==> config.mk <==
export PLATFORM = sky130hd
export DESIGN_NAME = rcwd_reset_control
export DESIGN_NICKNAME = d
export VERILOG_FILES = /design/src/rcwd_reset_control.v
export VERILOG_INCLUDE_DIRS = /design/src
export SDC_FILE = /design/constraint.sdc
export NUM_CORES = 1
export LEC_CHECK = 0
export CAP_MARGIN = 20
export CORE_MARGIN = 2
export CORE_UTILIZATION = 40
export CTS_CLUSTER_SIZE = 12
export DETAILED_ROUTE_END_ITERATION = 12
export DONT_BUFFER_PORTS = 1
export SLEW_MARGIN = 20
export SYNTH_ARGS = -nofsm -noshare
export SYNTH_HDL_FRONTEND = slang
export SYNTH_SLANG_ARGS = --single-unit
==> constraint.sdc <==
create_clock -name clk -period 5.5 [get_ports clk]
set_input_delay 0.275 -clock clk [delete_from_list [all_inputs] [get_ports clk]]
set_output_delay 0.275 -clock clk [all_outputs]
set_load 0.02 [all_outputs]
==> src/rcwd_consts.vh <==
// constants for the reset control and watchdog block
//
// Contract
// - request pin low beyond 1032 half-periods is a long hardware reset; code reports it as power-on when mode-select is low
// - low pulse over 4 and up to 1032 half-periods is short hardware reset
// - five reset sources: power-on, long, short, watchdog, software
// - request low with mode-select low enters asynchronous reset at once
// - async reset: indicator low, tri-state, config port high, sequence; code skips ST_SEQ, ST_ASYNC goes straight to ST_LATCH
// - asynchronous request is detected without a running clock
// - request high: latch config, strobes inactive, start at address zero
// - config latched 3 CPU cycles after rise with prescaler bypass, else 4
// - request low with mode-select high starts sync reset, held 4 OSC_HALF_PERIOD
// - during sync reset pins tri-state and indicator driven low
// - sync request detected: 12 half-periods cancel holds, abort bus
// - pin pulldown only if drive-enable set; bit cleared after reset
// - watchdog on after reset; disable only before end of init
// - watchdog overflow makes internal reset and pulls indicator low
// - 16-bit watchdog at clock over 2 or over 128 by prescale select
// - each service loads counter high byte from reload value
// - timeout spans 20.48us to 336ms at 25MHz CPU clock
// - internal sequence lasts 1024 half-periods, extended while pin low
// - indicator stays low after reset until end of init executes
`ifndef RCWD_CONSTS_VH
`define RCWD_CONSTS_VH
`define RCWD_CLK_PERIOD_NS 4
`define RCWD_CPU_CYC_PER_HALF 2
`define RCWD_TCL_LONG 1032
`define RCWD_TCL_SHORT 4
`define RCWD_TCL_ABORT 12
`define RCWD_TCL_SEQ 1024
`define RCWD_LATCH_CYC_BYPASS 3
`define RCWD_LATCH_CYC_NORMAL 4
`define RCWD_WDT_DIV_FAST 2
`define RCWD_WDT_DIV_SLOW 128
`define RCWD_RESTART_ADDR 24'h000000
`define RCWD_RESTART_SEG 8'h00
`define RCWD_SRC_NONE 3'h0
`define RCWD_SRC_PON 3'h1
`define RCWD_SRC_LHW 3'h2
`define RCWD_SRC_SHW 3'h3
`define RCWD_SRC_WDT 3'h4
`define RCWD_SRC_SW 3'h5
`define RCWD_CFG_KEEP_HI 12
`define RCWD_CFG_KEEP_LO 8
`define RCWD_CFG_CLR_HI 7
`define RCWD_CFG_CLR_LO 2
`endif

==> src/rcwd_reset_control.v <==
// reset sequencer with watchdog, source classification and start-up latch
`timescale 1ns/1ps
`include "rcwd_consts.vh"
module rcwd_reset_control #(
    parameter TCL_PER_CYC = 2,
    parameter SEQ_CYC = `RCWD_TCL_SEQ / `RCWD_CPU_CYC_PER_HALF,
    parameter LONG_CYC = `RCWD_TCL_LONG / `RCWD_CPU_CYC_PER_HALF,
    parameter SHORT_CYC = `RCWD_TCL_SHORT / `RCWD_CPU_CYC_PER_HALF,
    parameter ABORT_CYC = `RCWD_TCL_ABORT / `RCWD_CPU_CYC_PER_HALF,
    parameter CFG_W = 16
) (
    input wire clk,
    input wire reset,
    input wire clk_en,
    input wire reset_request_pin_n,
    input wire reset_mode_select_pin,
    input wire [CFG_W-1:0] config_port,
    input wire prescaler_bypass,
    input wire software_reset_instr,
    input wire end_of_init_instr,
    input wire watchdog_service,
    input wire watchdog_disable,
    input wire watchdog_control_write,
    input wire [7:0] watchdog_reload_value,
    input wire watchdog_prescale_select,
    input wire reset_pin_drive_enable_set,
    output reg reset_indicator_out_n,
    output reg reset_pin_pulldown,
    output reg io_tristate,
    output reg config_port_pullup,
    output reg bus_abort,
    output reg strobes_inactive,
    output reg cpu_run,
    output reg [23:0] restart_addr,
    output reg [7:0] restart_seg,
    output reg [CFG_W-1:0] system_config_reg,
    output reg [2:0] reset_source,
    output reg watchdog_enabled,
    output reg [15:0] watchdog_count,
    output reg reset_pin_drive_enable
);

////////////////////////////////////////////////////////////////////////////
localparam [2:0] ST_RUN = 3'h0;
localparam [2:0] ST_ABORT = 3'h1;
localparam [2:0] ST_SEQ = 3'h2;
localparam [2:0] ST_WAIT_HI = 3'h3;
localparam [2:0] ST_LATCH = 3'h4;
localparam [2:0] ST_ASYNC = 3'h5;
// counts are cut to the counter widths on purpose; 11 bits hold 2047 cycles
localparam integer SEQ_I = SEQ_CYC;
localparam integer LONG_I = LONG_CYC;
localparam integer SHORT_I = SHORT_CYC;
localparam integer ABORT_I = ABORT_CYC;
localparam integer LATCH_BYP_I = `RCWD_LATCH_CYC_BYPASS;
localparam integer LATCH_NRM_I = `RCWD_LATCH_CYC_NORMAL;
// prescaler terminal values; with the reload range they set the timeout span
localparam integer DIV_FAST_I = `RCWD_WDT_DIV_FAST - 1;
localparam integer DIV_SLOW_I = `RCWD_WDT_DIV_SLOW - 1;
localparam [10:0] SEQ_N = SEQ_I[10:0];
localparam [10:0] LONG_N = LONG_I[10:0];
localparam [10:0] SHORT_N = SHORT_I[10:0];
localparam [10:0] ABORT_N = ABORT_I[10:0];
localparam [2:0] LATCH_BYP = LATCH_BYP_I[2:0];
localparam [2:0] LATCH_NRM = LATCH_NRM_I[2:0];
localparam [6:0] DIV_FAST = DIV_FAST_I[6:0];
localparam [6:0] DIV_SLOW = DIV_SLOW_I[6:0];

// asynchronous entry: pin low with mode-select low forces reset without clock
wire async_rst;
assign async_rst = reset | (~reset_request_pin_n & ~reset_mode_select_pin);

////////////////////////////////////////////////////////////////////////////
// pin synchronisers
reg rq_m_q, rq_s_q, ms_m_q, ms_s_q;
always @(posedge clk or posedge reset) begin
    if (reset) begin
        rq_m_q <= 1'b1;
        rq_s_q <= 1'b1;
        ms_m_q <= 1'b0;
        ms_s_q <= 1'b0;
    end else if (clk_en) begin
        rq_m_q <= reset_request_pin_n;
        rq_s_q <= rq_m_q;
        ms_m_q <= reset_mode_select_pin;
        ms_s_q <= ms_m_q;
    end
end
wire rq_low;
assign rq_low = ~rq_s_q;

////////////////////////////////////////////////////////////////////////////
reg [2:0] state_q;
reg [10:0] cnt_q;
reg [10:0] low_q;
reg [2:0] lat_q;
reg was_async_q;
reg [6:0] pre_q;
reg end_of_init_instr_q;
reg wdt_ovf;

always @* begin
    wdt_ovf = 1'b0;
    if (state_q == ST_RUN && watchdog_enabled && watchdog_count == 16'hFFFF)
        wdt_ovf = (pre_q == (watchdog_prescale_select ? DIV_SLOW : DIV_FAST));
end

function [2:0] classify;
    input [10:0] low_len;
    begin
        if (low_len > LONG_N)
            classify = `RCWD_SRC_LHW;
        else
            classify = `RCWD_SRC_SHW;
    end
endfunction

always @(posedge clk or posedge async_rst) begin
    if (async_rst) begin
        state_q <= ST_ASYNC;
        cnt_q <= 11'h000;
        low_q <= 11'h000;
        lat_q <= 3'h0;
        was_async_q <= 1'b1;
        reset_indicator_out_n <= 1'b0;
        reset_pin_pulldown <= 1'b0;
        io_tristate <= 1'b1;
        config_port_pullup <= 1'b1;
        bus_abort <= 1'b1;
        strobes_inactive <= 1'b1;
        cpu_run <= 1'b0;
        restart_addr <= `RCWD_RESTART_ADDR;
        restart_seg <= `RCWD_RESTART_SEG;
        system_config_reg <= {CFG_W{1'b0}};
        reset_source <= `RCWD_SRC_PON;
        watchdog_enabled <= 1'b1;
        watchdog_count <= 16'h0000;
        reset_pin_drive_enable <= 1'b0;
        pre_q <= 7'h00;
        end_of_init_instr_q <= 1'b0;
    end else if (clk_en) begin
        bus_abort <= 1'b0;
        case (state_q)
        ST_ASYNC: begin
            if (~rq_low) begin
                if (reset_source != `RCWD_SRC_PON)
                    reset_source <= `RCWD_SRC_LHW;
                state_q <= ST_LATCH;
                lat_q <= 3'h1;
            end
        end
        ST_RUN: begin
            if (rq_low)
                low_q <= (low_q == 11'h7FF) ? low_q : low_q + 11'h001;
            else
                low_q <= 11'h000;
            // watchdog prescaler and counter
            if (watchdog_enabled) begin
                if (pre_q == (watchdog_prescale_select ? DIV_SLOW : DIV_FAST))
                begin
                    pre_q <= 7'h00;
                    watchdog_count <= watchdog_count + 16'h0001;
                end else begin
                    pre_q <= pre_q + 7'h01;
                end
            end
            // strobes are one clock wide and only honoured while running
            if (watchdog_service)
                watchdog_count <= {watchdog_reload_value, 8'h00};
            if (watchdog_disable && !end_of_init_instr_q)
                watchdog_enabled <= 1'b0;
            if (end_of_init_instr) begin
                end_of_init_instr_q <= 1'b1;
                reset_indicator_out_n <= 1'b1;
            end
            if (reset_pin_drive_enable_set)
                reset_pin_drive_enable <= 1'b1;
            // pulse must span the short minimum before sync reset starts
            if (rq_low && ms_s_q && low_q + 11'h001 >= SHORT_N) begin
                reset_source <= `RCWD_SRC_SHW;
                state_q <= ST_ABORT;
            end else if (wdt_ovf) begin
                reset_source <= `RCWD_SRC_WDT;
                state_q <= ST_ABORT;
            end else if (software_reset_instr) begin
                reset_source <= `RCWD_SRC_SW;
                state_q <= ST_ABORT;
            end
            if ((rq_low && ms_s_q && low_q + 11'h001 >= SHORT_N) || wdt_ovf ||
                software_reset_instr) begin
                reset_indicator_out_n <= 1'b0;
                io_tristate <= 1'b1;
                bus_abort <= 1'b1;
                cpu_run <= 1'b0;
                cnt_q <= 11'h000;
                was_async_q <= 1'b0;
            end
        end
        ST_ABORT: begin
            if (rq_low)
                low_q <= (low_q == 11'h7FF) ? low_q : low_q + 11'h001;
            // abort flag counts the entry cycle, so it drops on the exit edge
            if (cnt_q + 11'h001 >= ABORT_N) begin
                cnt_q <= 11'h000;
                state_q <= ST_SEQ;
                reset_pin_pulldown <= reset_pin_drive_enable;
            end else begin
                bus_abort <= 1'b1;
                cnt_q <= cnt_q + 11'h001;
            end
        end
        ST_SEQ: begin
            if (rq_low)
                low_q <= (low_q == 11'h7FF) ? low_q : low_q + 11'h001;
            if (cnt_q + 11'h001 >= SEQ_N) begin
                reset_pin_pulldown <= 1'b0;
                reset_pin_drive_enable <= 1'b0;
                state_q <= ST_WAIT_HI;
            end else begin
                cnt_q <= cnt_q + 11'h001;
            end
        end
        ST_WAIT_HI: begin
            if (rq_low) begin
                low_q <= (low_q == 11'h7FF) ? low_q : low_q + 11'h001;
            end else begin
                if (reset_source == `RCWD_SRC_SHW)
                    reset_source <= classify(low_q);
                state_q <= ST_LATCH;
                lat_q <= 3'h1;
            end
        end
        ST_LATCH: begin
            // a latch delay counts from entry here, once the synchronised request pin reads high
            if (lat_q >= (prescaler_bypass ? LATCH_BYP : LATCH_NRM)) begin
                if (reset_source == `RCWD_SRC_SW ||
                    reset_source == `RCWD_SRC_WDT) begin
                    system_config_reg[`RCWD_CFG_KEEP_HI:`RCWD_CFG_KEEP_LO] <=
                        config_port[`RCWD_CFG_KEEP_HI:`RCWD_CFG_KEEP_LO];
                    system_config_reg[`RCWD_CFG_CLR_HI:`RCWD_CFG_CLR_LO] <=
                        6'h00;
                end else begin
                    system_config_reg <= config_port;
                end
                strobes_inactive <= 1'b1;
                restart_addr <= `RCWD_RESTART_ADDR;
                restart_seg <= `RCWD_RESTART_SEG;
                io_tristate <= 1'b0;
                config_port_pullup <= 1'b0;
                cpu_run <= 1'b1;
                watchdog_enabled <= 1'b1;
                watchdog_count <= 16'h0000;
                pre_q <= 7'h00;
                end_of_init_instr_q <= 1'b0;
                low_q <= 11'h000;
                reset_pin_drive_enable <= 1'b0;
                state_q <= ST_RUN;
            end else begin
                lat_q <= lat_q + 3'h1;
            end
        end
        default: state_q <= ST_ASYNC;
        endcase
    end
end

endmodule

==> results by group <==
Timing
  • Max-slew headroom: 0.358
  • Final WS setup: 2050 ps
  • Final setup viols: 0
  • Slew Viols, Final: 0
  • Slew of the pin with the lowest slew margin: 964 ps
  • Tmin final: 3450 ps
  • Final worst-path cycle share: 0.626
  • Worst Skew: 7.02 ps
  • FMAX: 290 MHz
  • Final hold violation count: 0
  • RSZ-0062 raised after global routing: false
  • Post-Route Setup TNS: 0 ps

Clock network
  • Clock Path Buffers: 2
  • Postcts setup bufs: 0
  • Clock Pin Slew Worst Setup and Hold Paths: 60 ps
  • Post_cts resized: 0
  • Worst skew pair latency: 350 ps
  • TritonCTS buffer count: 9
  • CTS tree: done
  • Hold Buf Count CTS: 2
  • Clk sink count: 83
  • Root buffer cell: clkbuf_16
  • H-tree Lvls: 3

Setup path
  • CP max stage delay: 520 ps
  • CP Depth: 8
  • Delay-heaviest family, CP: compound AO/OA/AOI/OAI gates
  • Cell Chain, Critical Path: ha_1 > xor2_1 > or4b_1 > a2111o_1 > o311ai_4 > a31oi_2 > o21ai_0 > mux2i_1
  • Setup Crit Path Kind: flop to flop
  • Worst path bufs/invs: 0
  • CP arrival: 3630 ps
  • Critical path required time: 5690 ps
  • Worst-case reg-to-reg path depth: 8
  • Crit end category: flop
  • Startpoint types: flop
  • Worst-path fanout max: 15
  • Critical path's slowest cell: or4b_1

Logic synthesis
  • Post-synth ARST share: 1.00
  • Yosys top cell by area: dfrtp_1
  • Synth warn: 0
  • Most used flip-flop cell after synthesis: dfrtp_1
  • Yosys reg bits: 83
  • Netlist Area Pre-Place: 4950 sq um
  • Compound-Gate Fraction of Synth Area: 0.187
  • Top post-synthesis cells by area: dfrtp_1, buf_4, o21ai_0
  • XOR/XNOR Fraction of Synth Area: 0.0283
  • Post-Synth Adder-Cell Area: 0.0278
  • Syn_area_per_cell: 9.17 sq um
  • Mux cell area share after synthesis: 0.0493
  • Cells after synthesis: 540
  • Post-Synth Simple-Gate Area: 0.202
  • Post-synth cell types: 65
  • Main combinational cell family by area after synthesis: simple AND/OR/NAND/NOR gates
  • Sequential-to-total area share from yosys stat: 0.422
  • Top cell type's share of synthesized area: 0.374
  • EDFF count, synth: 0

Global routing
  • Vias in the first global route: 3795
  • First-pass GRT wire length: 18800 um
  • Pin count of the biggest net entering global routing: 80
  • GRT Total Usage: 0.179
  • Initial antenna violation count: 1
  • Global route overflow: 0

Placed design
  • RePlAce Congestion: 0.856
  • Dpl ws: 2070 ps
  • Detail Placement HPWL: 7840 um
  • Port Buf Inserts: 0

Routing
  • DR iter-0 viols: 270
  • ANT nets after route: 0
  • Drt total wl: 11300 um
  • DRC: 0
  • DRT Pass-1 Iters: 4
  • DR WL/cell: 16.1 um
  • Number of vias per cell: 5.60
  • Via count: 3941

Pwr
  • Leak: 2.25 nW
  • PwrDens: 479 nW/um^2
  • Max VDD drop: 0.174 mV
  • Design Power: 2.52 mW

Floorplanning
  • DIE AREA: 13300 sq um
  • # IOs: 113
  • Starting Density: 0.410
  • Die extent in x: 115 um
  • Row count: 40
  • Core region area: 12100 sq um
  • Die Ht: 115 um

Finish
  • Nets: 578
  • Fraction of layout cells with a size suffix above 1: 0.107
  • Leading cell type in the layout, fill and taps excluded: dfrtp_1
  • Most frequent cells in the layout: dfrtp_1, nor2_1, o21ai_0
  • Synth-to-Final Area Change: 6.17%
  • Final Util: 0.436

Hold path
  • Hold path depth: 1
  • Min-Delay Path Class: input port to flop

Run status
  • Outcome: finished clean

Job
  • Max_cap viols: 0
-- Yosys cell counts (8+ instances only) --
| master | instances |
|---|---|
| and3_1 | 15 |
| xor2_1 | 8 |
| nand2_1 | 41 |
| mux2_2 | 15 |
| nor3_1 | 9 |
| nand4_1 | 13 |
| xnor2_1 | 8 |
| buf_4 | 33 |
| o21ai_0 | 48 |
| nand3_1 | 13 |
| dfstp_2 | 9 |
| dfrtp_1 | 74 |
| clkbuf_1 | 17 |
| ha_1 | 11 |
| a31oi_1 | 13 |
| nor2_1 | 50 |
| a21oi_1 | 24 |
| inv_1 | 17 |
-- layer usage --
layer  vias up  GRT usage  wire [um]
li1       1870          -          -
met1      1945      0.228       5000
met2       108      0.285       5480
met3        18     0.0422        578
met4         0     0.0908        293
met5         -          0          0
-- final cells by class --
type / instances / area (sq um)
fill: 1190 / 6810
multi-input combinational: 416 / 2590
sequential: 83 / 2090
clock buffer: 11 / 243
tap: 168 / 210
inverter: 17 / 63.8
timing repair buffer: 3 / 31.3
clock inverter: 5 / 30.0
antenna: 1 / 2.50
-- where the power goes --
part	leakage, nW	internal, mW	switching (mW)	total (mW)
Combinational	1.05	0.323	0.445	0.768
Sequential	1.07	0.798	0.384	1.18
Clock	0.131	0.316	0.250	0.566
Total	2.25	1.44	1.08	2.52
-- path summary, 6_finish.rpt --
path,start,endpoint,slack [ps]
setup / recovery,low_q[0]$_DFFE_PP0P_,cnt_q[0]$_DFFE_PP0P_,2050
hold / removal,config_port[3],system_config_reg[3]$_DFFE_PP0P_,60
setup reg to reg,low_q[0]$_DFFE_PP0P_,cnt_q[0]$_DFFE_PP0P_,2050
hold reg to reg,end_of_init_instr_q$_DFFE_PP0P_,end_of_init_instr_q$_DFFE_PP0P_,500
max in group asynchronous,reset_mode_select_pin,cnt_q[7]$_DFFE_PP0P_,4900
min in group asynchronous,reset,system_config_reg[12]$_DFFE_PP0P_,70
-- cells by family after synthesis --
kind of cell	after synthesis
AND/OR/NAND/NOR	193
AO/OA/AOI/OAI	141
flip-flops	83
buffers and inverters	72
multiplexers	22
XOR/XNOR	16
adder cells (fa/ha/maj)	11
other	2
-- through the flow --
| stage | hold slack (ps) | area, sq um | cells |
|---|---|---|---|
| after CTS | 46.6 | 5240 | 703 |
| after floorplan | 39.6 | 5070 | 571 |
| after global routing | 47.0 | 5260 | 704 |
| after detailed placement | 64.9 | 4950 | 685 |
| final | 56.9 | 5260 | 704 |
| after global placement | 61.4 | 4950 | 685 |
No activity file was read; power rests on OpenSTA's default activity.
